===== src/pirqep_consts.vh =====
// Constants for the peripheral interrupt enable and priority block.
// Assumes an APB master with 32-bit data and a single 200 MHz clock.

`ifndef PIRQEP_CONSTS_VH
`define PIRQEP_CONSTS_VH

`define PIRQEP_ADDR_W 12
`define PIRQEP_OFS_ENABLE2 12'h004
`define PIRQEP_OFS_PRIO1 12'h008
`define PIRQEP_OFS_PRIO2 12'h00C
`define PIRQEP_OFS_RESET_CTRL 12'h010

`define PIRQEP_SEL_NONE 3'h0
`define PIRQEP_SEL_ENABLE2 3'h1
`define PIRQEP_SEL_PRIO1 3'h2
`define PIRQEP_SEL_PRIO2 3'h3
`define PIRQEP_SEL_RESET_CTRL 3'h4

`define PIRQEP_ENABLE2_MASK 8'hDF
`define PIRQEP_ENABLE2_RST 8'h00
`define PIRQEP_PRIO1_MASK 8'hFF
`define PIRQEP_PRIO1_RST 8'hFF
`define PIRQEP_PRIO2_MASK 8'hDF
`define PIRQEP_PRIO2_RST 8'hDF

`define PIRQEP_RC_PRIO_ON 7
`define PIRQEP_RC_RESET_INSTR 4
`define PIRQEP_RC_WDT 3
`define PIRQEP_RC_POWER_DOWN 2
`define PIRQEP_RC_POWER_ON 1
`define PIRQEP_RC_BROWN_OUT 0
`define PIRQEP_RC_PRIO_ON_RST 1'b0
`define PIRQEP_RC_RESET_INSTR_RST 1'b1
`define PIRQEP_RC_WDT_RST 1'b1
`define PIRQEP_RC_POWER_DOWN_RST 1'b1
`define PIRQEP_RC_POWER_ON_RST 1'b0
`define PIRQEP_RC_BROWN_OUT_RST 1'b0

`define PIRQEP_SOURCES 16
`define PIRQEP_BYTE_W 8

`define PIRQEP_G2_OSC_FAIL 7
`define PIRQEP_G2_COMPARATOR 6
`define PIRQEP_G2_NV_WRITE 4
`define PIRQEP_G2_BUS_COLL 3
`define PIRQEP_G2_LOW_VOLT 2
`define PIRQEP_G2_TIMER3 1
`define PIRQEP_G2_CAPCOMP2 0
`define PIRQEP_G1_PARALLEL 7
`define PIRQEP_G1_ADC 6
`define PIRQEP_G1_SERIAL_RX 5
`define PIRQEP_G1_SERIAL_TX 4
`define PIRQEP_G1_SYNC_SERIAL 3
`define PIRQEP_G1_CAPCOMP1 2
`define PIRQEP_G1_TIMER2 1
`define PIRQEP_G1_TIMER1 0

`endif


===== src/pirqep_top.v =====
// Peripheral interrupt enable, priority and reset control registers.
// Assumes flags and the first enable register come from logic on clk_in.
//
// Local design decisions: the address map and the APB register port.
`timescale 1ns/1ps
`include "pirqep_consts.vh"

module pirqep_top (
    input wire clk_in,
    input wire srst_in,
    input wire psel_in,
    input wire penable_in,
    input wire pwrite_in,
    input wire [31:0] paddr_in,
    input wire [31:0] pwdata_in,
    input wire [3:0] pstrb_in,
    output wire [31:0] prdata_out,
    output wire pready_out,
    output wire pslverr_out,
    input wire [7:0] flags1_in,
    input wire [7:0] enable1_in,
    input wire [7:0] flags2_in,
    input wire reset_instr_in,
    input wire wdt_timeout_in,
    input wire sleep_in,
    input wire clrwdt_in,
    input wire power_on_event_in,
    input wire brown_out_event_in,
    output wire irq_high_out,
    output wire irq_low_out,
    output wire priority_levels_on_out
);

    // ------------------------------------------------------------------
    // Address decode
    // ------------------------------------------------------------------

    function [2:0] pirqep_decode;
        input [31:0] addr;
        begin
            if (addr[31:`PIRQEP_ADDR_W] != {(32 - `PIRQEP_ADDR_W){1'b0}}) begin
                pirqep_decode = `PIRQEP_SEL_NONE;
            end else begin
                case (addr[`PIRQEP_ADDR_W-1:0])
                    `PIRQEP_OFS_ENABLE2: pirqep_decode = `PIRQEP_SEL_ENABLE2;
                    `PIRQEP_OFS_PRIO1: pirqep_decode = `PIRQEP_SEL_PRIO1;
                    `PIRQEP_OFS_PRIO2: pirqep_decode = `PIRQEP_SEL_PRIO2;
                    `PIRQEP_OFS_RESET_CTRL: pirqep_decode = `PIRQEP_SEL_RESET_CTRL;
                    default: pirqep_decode = `PIRQEP_SEL_NONE;
                endcase
            end
        end
    endfunction

    // ------------------------------------------------------------------
    // Bus handshake
    // ------------------------------------------------------------------

    reg pready_q;
    reg pready_d;
    reg pslverr_q;
    reg pslverr_d;
    reg [31:0] prdata_q;
    reg [31:0] prdata_d;

    wire access_wait;
    wire commit_write;
    wire [2:0] sel;
    wire low_lane;

    assign access_wait = psel_in & penable_in & ~pready_q;
    assign sel = pirqep_decode(paddr_in);
    assign low_lane = pstrb_in[0];
    assign commit_write = psel_in & penable_in & pready_q & pwrite_in &
                          low_lane & (sel != `PIRQEP_SEL_NONE);

    // ------------------------------------------------------------------
    // Register state
    // ------------------------------------------------------------------

    reg [7:0] enable2_q;
    reg [7:0] enable2_d;
    reg [7:0] prio1_q;
    reg [7:0] prio1_d;
    reg [7:0] prio2_q;
    reg [7:0] prio2_d;
    reg prio_on_q;
    reg prio_on_d;
    reg reset_instr_q;
    reg reset_instr_d;
    reg wdt_q;
    reg wdt_d;
    reg power_down_q;
    reg power_down_d;
    reg power_on_q;
    reg power_on_d;
    reg brown_out_q;
    reg brown_out_d;

    wire [7:0] wbyte;
    wire [7:0] reset_ctrl_rd;

    assign wbyte = pwdata_in[`PIRQEP_BYTE_W-1:0];
    assign reset_ctrl_rd = {prio_on_q, 2'b00, reset_instr_q, wdt_q,
                            power_down_q, power_on_q, brown_out_q};

    always @* begin
        enable2_d = enable2_q;
        prio1_d = prio1_q;
        prio2_d = prio2_q;
        prio_on_d = prio_on_q;
        reset_instr_d = reset_instr_q;
        wdt_d = wdt_q;
        power_down_d = power_down_q;
        power_on_d = power_on_q;
        brown_out_d = brown_out_q;
        if (commit_write) begin
            case (sel)
                `PIRQEP_SEL_ENABLE2: begin
                    enable2_d = wbyte & `PIRQEP_ENABLE2_MASK;
                end
                `PIRQEP_SEL_PRIO1: begin
                    prio1_d = wbyte & `PIRQEP_PRIO1_MASK;
                end
                `PIRQEP_SEL_PRIO2: begin
                    prio2_d = wbyte & `PIRQEP_PRIO2_MASK;
                end
                `PIRQEP_SEL_RESET_CTRL: begin
                    prio_on_d = wbyte[`PIRQEP_RC_PRIO_ON];
                    reset_instr_d = wbyte[`PIRQEP_RC_RESET_INSTR];
                    power_on_d = wbyte[`PIRQEP_RC_POWER_ON];
                    brown_out_d = wbyte[`PIRQEP_RC_BROWN_OUT];
                end
                default: begin
                    enable2_d = enable2_q;
                end
            endcase
        end
        // Hardware events come last so that they win over a software write.
        if (reset_instr_in) begin
            reset_instr_d = 1'b0;
        end
        if (clrwdt_in) begin
            wdt_d = 1'b1;
            power_down_d = 1'b1;
        end
        if (sleep_in) begin
            wdt_d = 1'b1;
            power_down_d = 1'b0;
        end
        if (wdt_timeout_in) begin
            wdt_d = 1'b0;
        end
        if (power_on_event_in) begin
            power_on_d = 1'b0;
        end
        if (brown_out_event_in) begin
            brown_out_d = 1'b0;
        end
    end

    // ------------------------------------------------------------------
    // Read path
    // ------------------------------------------------------------------

    always @* begin
        pready_d = access_wait;
        pslverr_d = 1'b0;
        prdata_d = prdata_q;
        if (access_wait) begin
            pslverr_d = (sel == `PIRQEP_SEL_NONE);
            prdata_d = 32'h0000_0000;
            if (!pwrite_in) begin
                case (sel)
                    `PIRQEP_SEL_ENABLE2: prdata_d[7:0] = enable2_q;
                    `PIRQEP_SEL_PRIO1: prdata_d[7:0] = prio1_q;
                    `PIRQEP_SEL_PRIO2: prdata_d[7:0] = prio2_q;
                    `PIRQEP_SEL_RESET_CTRL: prdata_d[7:0] = reset_ctrl_rd;
                    default: prdata_d = 32'h0000_0000;
                endcase
            end
        end
    end

    // ------------------------------------------------------------------
    // Register fields
    // ------------------------------------------------------------------

    wire osc_fail_en;
    wire comparator_en;
    wire nv_write_done_en;
    wire bus_collision_en;
    wire low_voltage_en;
    wire timer3_ovf_en;
    wire capcomp2_en;
    wire osc_fail_prio;
    wire comparator_prio;
    wire nv_write_done_prio;
    wire bus_collision_prio;
    wire low_voltage_prio;
    wire timer3_ovf_prio;
    wire capcomp2_prio;
    wire parallel_slave_prio;
    wire adc_done_prio;
    wire serial_rx_prio;
    wire serial_tx_prio;
    wire sync_serial_prio;
    wire capcomp1_prio;
    wire timer2_match_prio;
    wire timer1_ovf_prio;

    assign osc_fail_en = enable2_q[`PIRQEP_G2_OSC_FAIL];
    assign comparator_en = enable2_q[`PIRQEP_G2_COMPARATOR];
    assign nv_write_done_en = enable2_q[`PIRQEP_G2_NV_WRITE];
    assign bus_collision_en = enable2_q[`PIRQEP_G2_BUS_COLL];
    assign low_voltage_en = enable2_q[`PIRQEP_G2_LOW_VOLT];
    assign timer3_ovf_en = enable2_q[`PIRQEP_G2_TIMER3];
    assign capcomp2_en = enable2_q[`PIRQEP_G2_CAPCOMP2];

    assign osc_fail_prio = prio2_q[`PIRQEP_G2_OSC_FAIL];
    assign comparator_prio = prio2_q[`PIRQEP_G2_COMPARATOR];
    assign nv_write_done_prio = prio2_q[`PIRQEP_G2_NV_WRITE];
    assign bus_collision_prio = prio2_q[`PIRQEP_G2_BUS_COLL];
    assign low_voltage_prio = prio2_q[`PIRQEP_G2_LOW_VOLT];
    assign timer3_ovf_prio = prio2_q[`PIRQEP_G2_TIMER3];
    assign capcomp2_prio = prio2_q[`PIRQEP_G2_CAPCOMP2];
    assign parallel_slave_prio = prio1_q[`PIRQEP_G1_PARALLEL];
    assign adc_done_prio = prio1_q[`PIRQEP_G1_ADC];
    assign serial_rx_prio = prio1_q[`PIRQEP_G1_SERIAL_RX];
    assign serial_tx_prio = prio1_q[`PIRQEP_G1_SERIAL_TX];
    assign sync_serial_prio = prio1_q[`PIRQEP_G1_SYNC_SERIAL];
    assign capcomp1_prio = prio1_q[`PIRQEP_G1_CAPCOMP1];
    assign timer2_match_prio = prio1_q[`PIRQEP_G1_TIMER2];
    assign timer1_ovf_prio = prio1_q[`PIRQEP_G1_TIMER1];

    // ------------------------------------------------------------------
    // Request routing
    // ------------------------------------------------------------------

    wire [`PIRQEP_SOURCES-1:0] flags;
    wire [`PIRQEP_SOURCES-1:0] enables;
    wire [`PIRQEP_SOURCES-1:0] prios;
    wire [`PIRQEP_SOURCES-1:0] want_high;
    wire [`PIRQEP_SOURCES-1:0] want_low;

    assign flags = {flags2_in, flags1_in};
    // The unused slot of the second group is tied low so its flag never counts.
    assign enables = {osc_fail_en, comparator_en, 1'b0, nv_write_done_en, bus_collision_en,
                      low_voltage_en, timer3_ovf_en, capcomp2_en, enable1_in};
    assign prios = {osc_fail_prio, comparator_prio, 1'b0, nv_write_done_prio,
                    bus_collision_prio, low_voltage_prio, timer3_ovf_prio, capcomp2_prio,
                    parallel_slave_prio, adc_done_prio, serial_rx_prio, serial_tx_prio,
                    sync_serial_prio, capcomp1_prio, timer2_match_prio,
                    timer1_ovf_prio};

    genvar gi;
    generate
        for (gi = 0; gi < `PIRQEP_SOURCES; gi = gi + 1) begin : g_src
            wire pending;
            assign pending = flags[gi] & enables[gi];
            // Legacy mode sends every request to the high line.
            assign want_high[gi] = pending & (~prio_on_q | prios[gi]);
            assign want_low[gi] = pending & prio_on_q & ~prios[gi];
        end
    endgenerate

    reg irq_high_q;
    reg irq_high_d;
    reg irq_low_q;
    reg irq_low_d;

    always @* begin
        irq_high_d = |want_high;
        irq_low_d = |want_low;
    end

    // ------------------------------------------------------------------
    // Flip-flops
    // ------------------------------------------------------------------

    always @(posedge clk_in) begin
        if (srst_in) begin
            pready_q <= 1'b0;
            pslverr_q <= 1'b0;
            prdata_q <= 32'h0000_0000;
            enable2_q <= `PIRQEP_ENABLE2_RST;
            prio1_q <= `PIRQEP_PRIO1_RST;
            prio2_q <= `PIRQEP_PRIO2_RST;
            prio_on_q <= `PIRQEP_RC_PRIO_ON_RST;
            reset_instr_q <= `PIRQEP_RC_RESET_INSTR_RST;
            wdt_q <= `PIRQEP_RC_WDT_RST;
            power_down_q <= `PIRQEP_RC_POWER_DOWN_RST;
            power_on_q <= `PIRQEP_RC_POWER_ON_RST;
            brown_out_q <= `PIRQEP_RC_BROWN_OUT_RST;
            irq_high_q <= 1'b0;
            irq_low_q <= 1'b0;
        end else begin
            pready_q <= pready_d;
            pslverr_q <= pslverr_d;
            prdata_q <= prdata_d;
            enable2_q <= enable2_d;
            prio1_q <= prio1_d;
            prio2_q <= prio2_d;
            prio_on_q <= prio_on_d;
            reset_instr_q <= reset_instr_d;
            wdt_q <= wdt_d;
            power_down_q <= power_down_d;
            power_on_q <= power_on_d;
            brown_out_q <= brown_out_d;
            irq_high_q <= irq_high_d;
            irq_low_q <= irq_low_d;
        end
    end

    // ------------------------------------------------------------------
    // Outputs
    // ------------------------------------------------------------------

    assign prdata_out = prdata_q;
    assign pready_out = pready_q;
    assign pslverr_out = pslverr_q;
    assign irq_high_out = irq_high_q;
    assign irq_low_out = irq_low_q;
    assign priority_levels_on_out = prio_on_q;

endmodule

===== config.mk =====
export PLATFORM = sky130hd
export DESIGN_NAME = pirqep_top
export DESIGN_NICKNAME = d
export VERILOG_FILES = /design/src/pirqep_top.v
export VERILOG_INCLUDE_DIRS = /design/src
export SDC_FILE = /design/constraint.sdc
export NUM_CORES = 1
export LEC_CHECK = 0
export BUFFER_PORTS_ARGS = -buffer_cell sky130_fd_sc_hd__buf_2
export CAP_MARGIN = 15
export CORE_MARGIN = 2
export CORE_UTILIZATION = 47
export CTS_CLUSTER_SIZE = 25
export DETAILED_ROUTE_END_ITERATION = 12
export PLACE_DENSITY_LB_ADDON = 0.25
export SLEW_MARGIN = 5
export SYNTH_ARGS = -nofsm -noshare
export SYNTH_HDL_FRONTEND = slang
export SYNTH_SLANG_ARGS = --single-unit

===== constraint.sdc =====
create_clock -name clk_in -period 3.82 [get_ports clk_in]
set_input_delay 0.764 -clock clk_in [delete_from_list [all_inputs] [get_ports clk_in]]
set_output_delay 0.764 -clock clk_in [all_outputs]
set_load 0.05 [all_outputs]

# Yosys cells after proc, flatten, opt, wreduce, memory -nomap -nowiden
# Cells that the tools add are included.
# op_classes
n_eq_ne	8
shifts	0
bitwise	99
div	0
n_mul	0
add_sub_neg	0
n_reduce_logical	17
n_mux	11
order_cmp	0
# op_table
cell	n
1-bit bitwise AND	66
8-bit one-hot mux with 4 select lines	1
15-bit OR reduction	2
12-bit by 4-bit == test with 1-bit output, second input constant	2
20-bit nonzero test	1
1-bit NOT	18
1-bit bitwise OR	15
12-bit by 3-bit == test with 1-bit output, second input constant	1
12-bit by 5-bit == test with 1-bit output, second input constant	1
3-bit one-hot mux with 4 select lines	1
2-bit AND reduction	5
8-bit 2-to-1 mux	1
1-bit 2-to-1 mux	7
3-bit by 2-bit == test with 1-bit output, second input constant	2
2-bit nonzero test	3
3-bit nonzero test	2
2-bit OR reduction	3
3-bit by 1-bit == test with 1-bit output, second input constant	1
3-bit == test, second input constant	1
3-bit logical NOT	1
3-bit 2-to-1 mux	1
# word_totals
word_cells	149
romBits	0
latch_bits	0
memories	0
in_bits	103
mem_bits_rw	0
ff_bits	64

# Depth between registers and ports, before layout
# logic_depth
ltp_word	7
ltp_mapped	7
ltp_nobuf	5

# Worst setup path before layout
# OpenSTA, ideal clock, no wires.
# synth_timing
kind	input to register
startpoint	input port paddr_in[16]
endpoint	register prio1_q[4]
path_slack_ns	1.541
arrival_time_ns	2.160
setup_time_ns	0.120
path_stages	6
cell_sequence	nor4_4 > nand4_4 > nor4_4 > buf_6 > nor2b_1 > a211o_1
# synth_between
elab_chain_cells	5
elab_cells_between_ends	6
cone_classes	1 x eq/ne; 1 x mux; 1 x bitwise; 3 x reduce/logical
# synth_rtl
element	line_no	rtl
start: declaration	pirqep_top.v:14	input wire [31:0] paddr_in,
20-bit nonzero test *	pirqep_top.v:41	if (addr[31:`PIRQEP_ADDR_W] != {(32 - `PIRQEP_ADDR_W){1'b0}}) begin
3-bit 2-to-1 mux *	pirqep_top.v:41	
3-bit nonzero test (no source line)	--	
1-bit bitwise AND	pirqep_top.v:74	assign commit_write = psel_in & penable_in & pready_q & pwrite_in &
2-bit AND reduction (no source line) *	--	
end signal: assignment	pirqep_top.v:287	prio1_q <= `PIRQEP_PRIO1_RST;
end signal: assignment	pirqep_top.v:302	prio1_q <= prio1_d;
end: declaration	pirqep_top.v:83	reg [7:0] prio1_q;
# Every way passes the cells marked *; elsewhere a longest branch is shown, timed or not.
# A chain may end at the register's enable or synchronous reset.

# Worst setup path after layout
# layout_timing
startpoint	input port paddr_in[16]
endpoint	register prio1_q[7]
# The elaborated chain is that of the path after synthesis.

==> flow_metrics.env <==
export IMPL_required_ps=4010
export IMPL_yosys_top_cells_area="dfxtp_1, buf_4, nor4_4, mux2i_1, nor2b_1"
export IMPL_fin_util_pct=59.6
export IMPL_pwr_share_comb_pct=17.5
export IMPL_clock_path_buffers=2
export IMPL_slew_headroom_pct=41.6
export IMPL_drv_slew=0
export IMPL_final_nets=448
export IMPL_grt_pass1_wl_um=10100
export IMPL_ys_types=45
export IMPL_drt_iter0_drc=188
export IMPL_pin_count=140
export IMPL_status="completed"
export IMPL_ys_flop_type="dfxtp_1"
export IMPL_worst_pin_slew_ps=869
export IMPL_grt_max_degree=41
export IMPL_hold_violations=0
export IMPL_cts_sinks=40
export IMPL_power_density_nw_per_um2=308
export IMPL_fmax_ghz=0.401
export IMPL_yosysTopAreaCellShare_pct=33.4
export IMPL_min_period_ps=2500
export IMPL_antenna_found_initial=0
export IMPL_yosys_top_cells_count="dfxtp_1, nand2_1, buf_4"
export IMPL_path_class="primary input to flop"
export IMPL_grt_total_usage_pct=23.3
export IMPL_p_leak_nw=1.15
export IMPL_critPathLaunchType="primary input"
export IMPL_post_route_period_util_pct=65.3
export IMPL_setup_tns_ps=0
export IMPL_grt_overflow_total=0
export IMPL_cp_arrival_ps=2680
export IMPL_ir_drop_v=0.000240
export IMPL_min_path_type="flop to flop"
export IMPL_drt_pre_antenna_iters=5
export IMPL_switching_share_pct=29.3
export IMPL_synth_warnings=0
export IMPL_cts_setup_buffers=0
export IMPL_syn_inst=261
export IMPL_synth_seq_area_share_pct=33.4
export IMPL_switchingPower_uw=259
export IMPL_insertion_delay_ps=300
export IMPL_finalClockSkew_ps=5.95
export IMPL_async_flop_share_pct=0
export IMPL_die_x_um=75.4
export IMPL_vias=2293
export IMPL_cap_violations=0
export IMPL_p_seq_share_pct=47.7
export IMPL_area_growth_syn_to_layout_pct=20.0
export IMPL_cts_tree="built"
export IMPL_die_area_um2=5680
export IMPL_ant_nets=0
export IMPL_finalSetupViolCount=0
export IMPL_yosysMostFrequentCell="dfxtp_1"
export IMPL_drive_above_1_share_pct=34.2
export IMPL_rows=25
export IMPL_yosys_area_top_type="dfxtp_1"
export IMPL_fillers=445
export IMPL_avgSynthCellArea_um2=9.18
export IMPL_initial_core_util_pct=49.7
export IMPL_numPortBuffers=87
export IMPL_intPower_uw=626
export IMPL_yosys_register_bits=40
export IMPL_core_area_um2=4820
export IMPL_drcViolationCount=0
export IMPL_grt_pass1_vias=2045
export IMPL_vias_per_cell=5.57
export IMPL_gp_congestion=1.05
export IMPL_ctsHtreeMaxLevel=2
export IMPL_die_h_um=75.4
export IMPL_synth_edf_count=0
export IMPL_critPathMaxFanout=15
export IMPL_numCtsBuffers=5
export IMPL_ctsHoldBuffers=0
export IMPL_clkTransAtPathRegs_ps=80
export IMPL_rsz0062_at_grt="false"
export IMPL_wl_um=6420
export IMPL_wl_per_cell_um=15.6
export IMPL_synth_area_um2=2390
export IMPL_antennaDiodeCount=0
export IMPL_clockPowerShare_pct=34.8
export IMPL_post_cts_resized=0
export IMPL_cts_root_buf="clkbuf_8"
export IMPL_endpoint_kind="flop"
export IMPL_dpl_hpwl_um=4950
power groups by stage:
| stage | Combinational (mW) | Sequential (mW) | Clock [mW] |
|---|---|---|---|
| final | 0.155 | 0.422 | 0.308 |
| after global routing | 0.166 | 0.422 | 0.329 |
| after CTS | 0.153 | 0.422 | 0.311 |
| after detailed placement | 0.153 | 0.432 | 0 |
| after global placement | 0.152 | 0.432 | 0 |
| after floorplan | 0.107 | 0.437 | 0 |
sequential cells by signal, indices dropped and copies added, names as in the netlist, 7 cells and up:
signal      cells
enable2_q       7
prdata_out      8
prio1_q         8
prio2_q         7
through the flow:
| stage | setup slack [ps] | total power, mW | instance area, um^2 | std cells | hold WS (ps) |
|---|---|---|---|---|---|
| 4_1_cts | 1310 | 0.886 | 2870 | 412 | 493 |
| 2_1_floorplan | 1540 | 0.544 | 2480 | 284 | 468 |
| 3_5_place_dp | 1000 | 0.585 | 2780 | 405 | 473 |
| 5_1_grt | 1190 | 0.917 | 2870 | 412 | 531 |
| 6_report | 1320 | 0.885 | 2870 | 412 | 493 |
| 3_3_place_gp | 1040 | 0.583 | 2780 | 405 | 470 |
worst paths after layout:
path,from,end,slack [ps],depth (start not counted)
min reg2reg,prdata_out[0]$_SDFFE_PP0P_,prdata_out[0]$_SDFFE_PP0P_,490,2
min,prdata_out[0]$_SDFFE_PP0P_,prdata_out[0]$_SDFFE_PP0P_,490,2
max reg2reg,pready_out$_SDFF_PP0_,prio1_q[7]$_SDFFE_PP1P_,1690,5
max,paddr_in[16],prio1_q[7]$_SDFFE_PP1P_,1320,6
cell type report:
type / count / area [um^2] / share of cell area, %
well taps: 67 / 83.8 / 2.92
flip-flops and latches: 40 / 801 / 27.9
multi-input cells: 207 / 1430 / 49.9
inverters: 2 / 7.51 / 0.261
clock buffers: 7 / 96.3 / 3.35
repair buffers: 89 / 450 / 15.7
cells in the final DEF (no fill, tap or decap), types with 2 or more instances in the layout:
cell type	n
a22oi_1	6
a221oi_1	6
nand4_1	4
nor4_1	2
conb_1	24
dfxtp_1	40
a21oi_1	2
clkbuf_8	7
mux2i_1	13
inv_1	2
buf_4	2
nor4_4	9
nor2_1	19
a211o_2	6
nor3_1	4
o21ai_0	6
nor4b_2	2
nor2b_1	17
a32oi_1	2
o22ai_1	7
buf_2	87
o21bai_1	3
nand2_1	28
a211oi_1	6
a311oi_1	2
a211o_1	9
nand3_1	14
worst max-delay path: stages:
cell     delay, ps
buf_2          110
nor4_4         340
nand4_4        220
nor4_4         810
nor2b_1        100
a211o_2        330
cells by family after synthesis:
logic type	Yosys count	share of synthesized area, %
and+or+nand+nor	111	31.3
AOI/OAI and AO/OA	58	18.7
DFF	40	33.4
buffers and inverters	37	10.6
muxes	13	5.43
xor gates and xnor gates	1	0.366
other	1	0.157
metal layers:
metal	vias up	global-route usage, %	part of all wire [%]	wire, um
met1	1054	32.5	44	2810
met3	14	5.56	9.3	598
met2	130	36.0	45	2900
met4	0	7.21	1.7	110
met5	-	0	0	0
li1	1095	-	-	-
(Power assumes the default switching activity.)
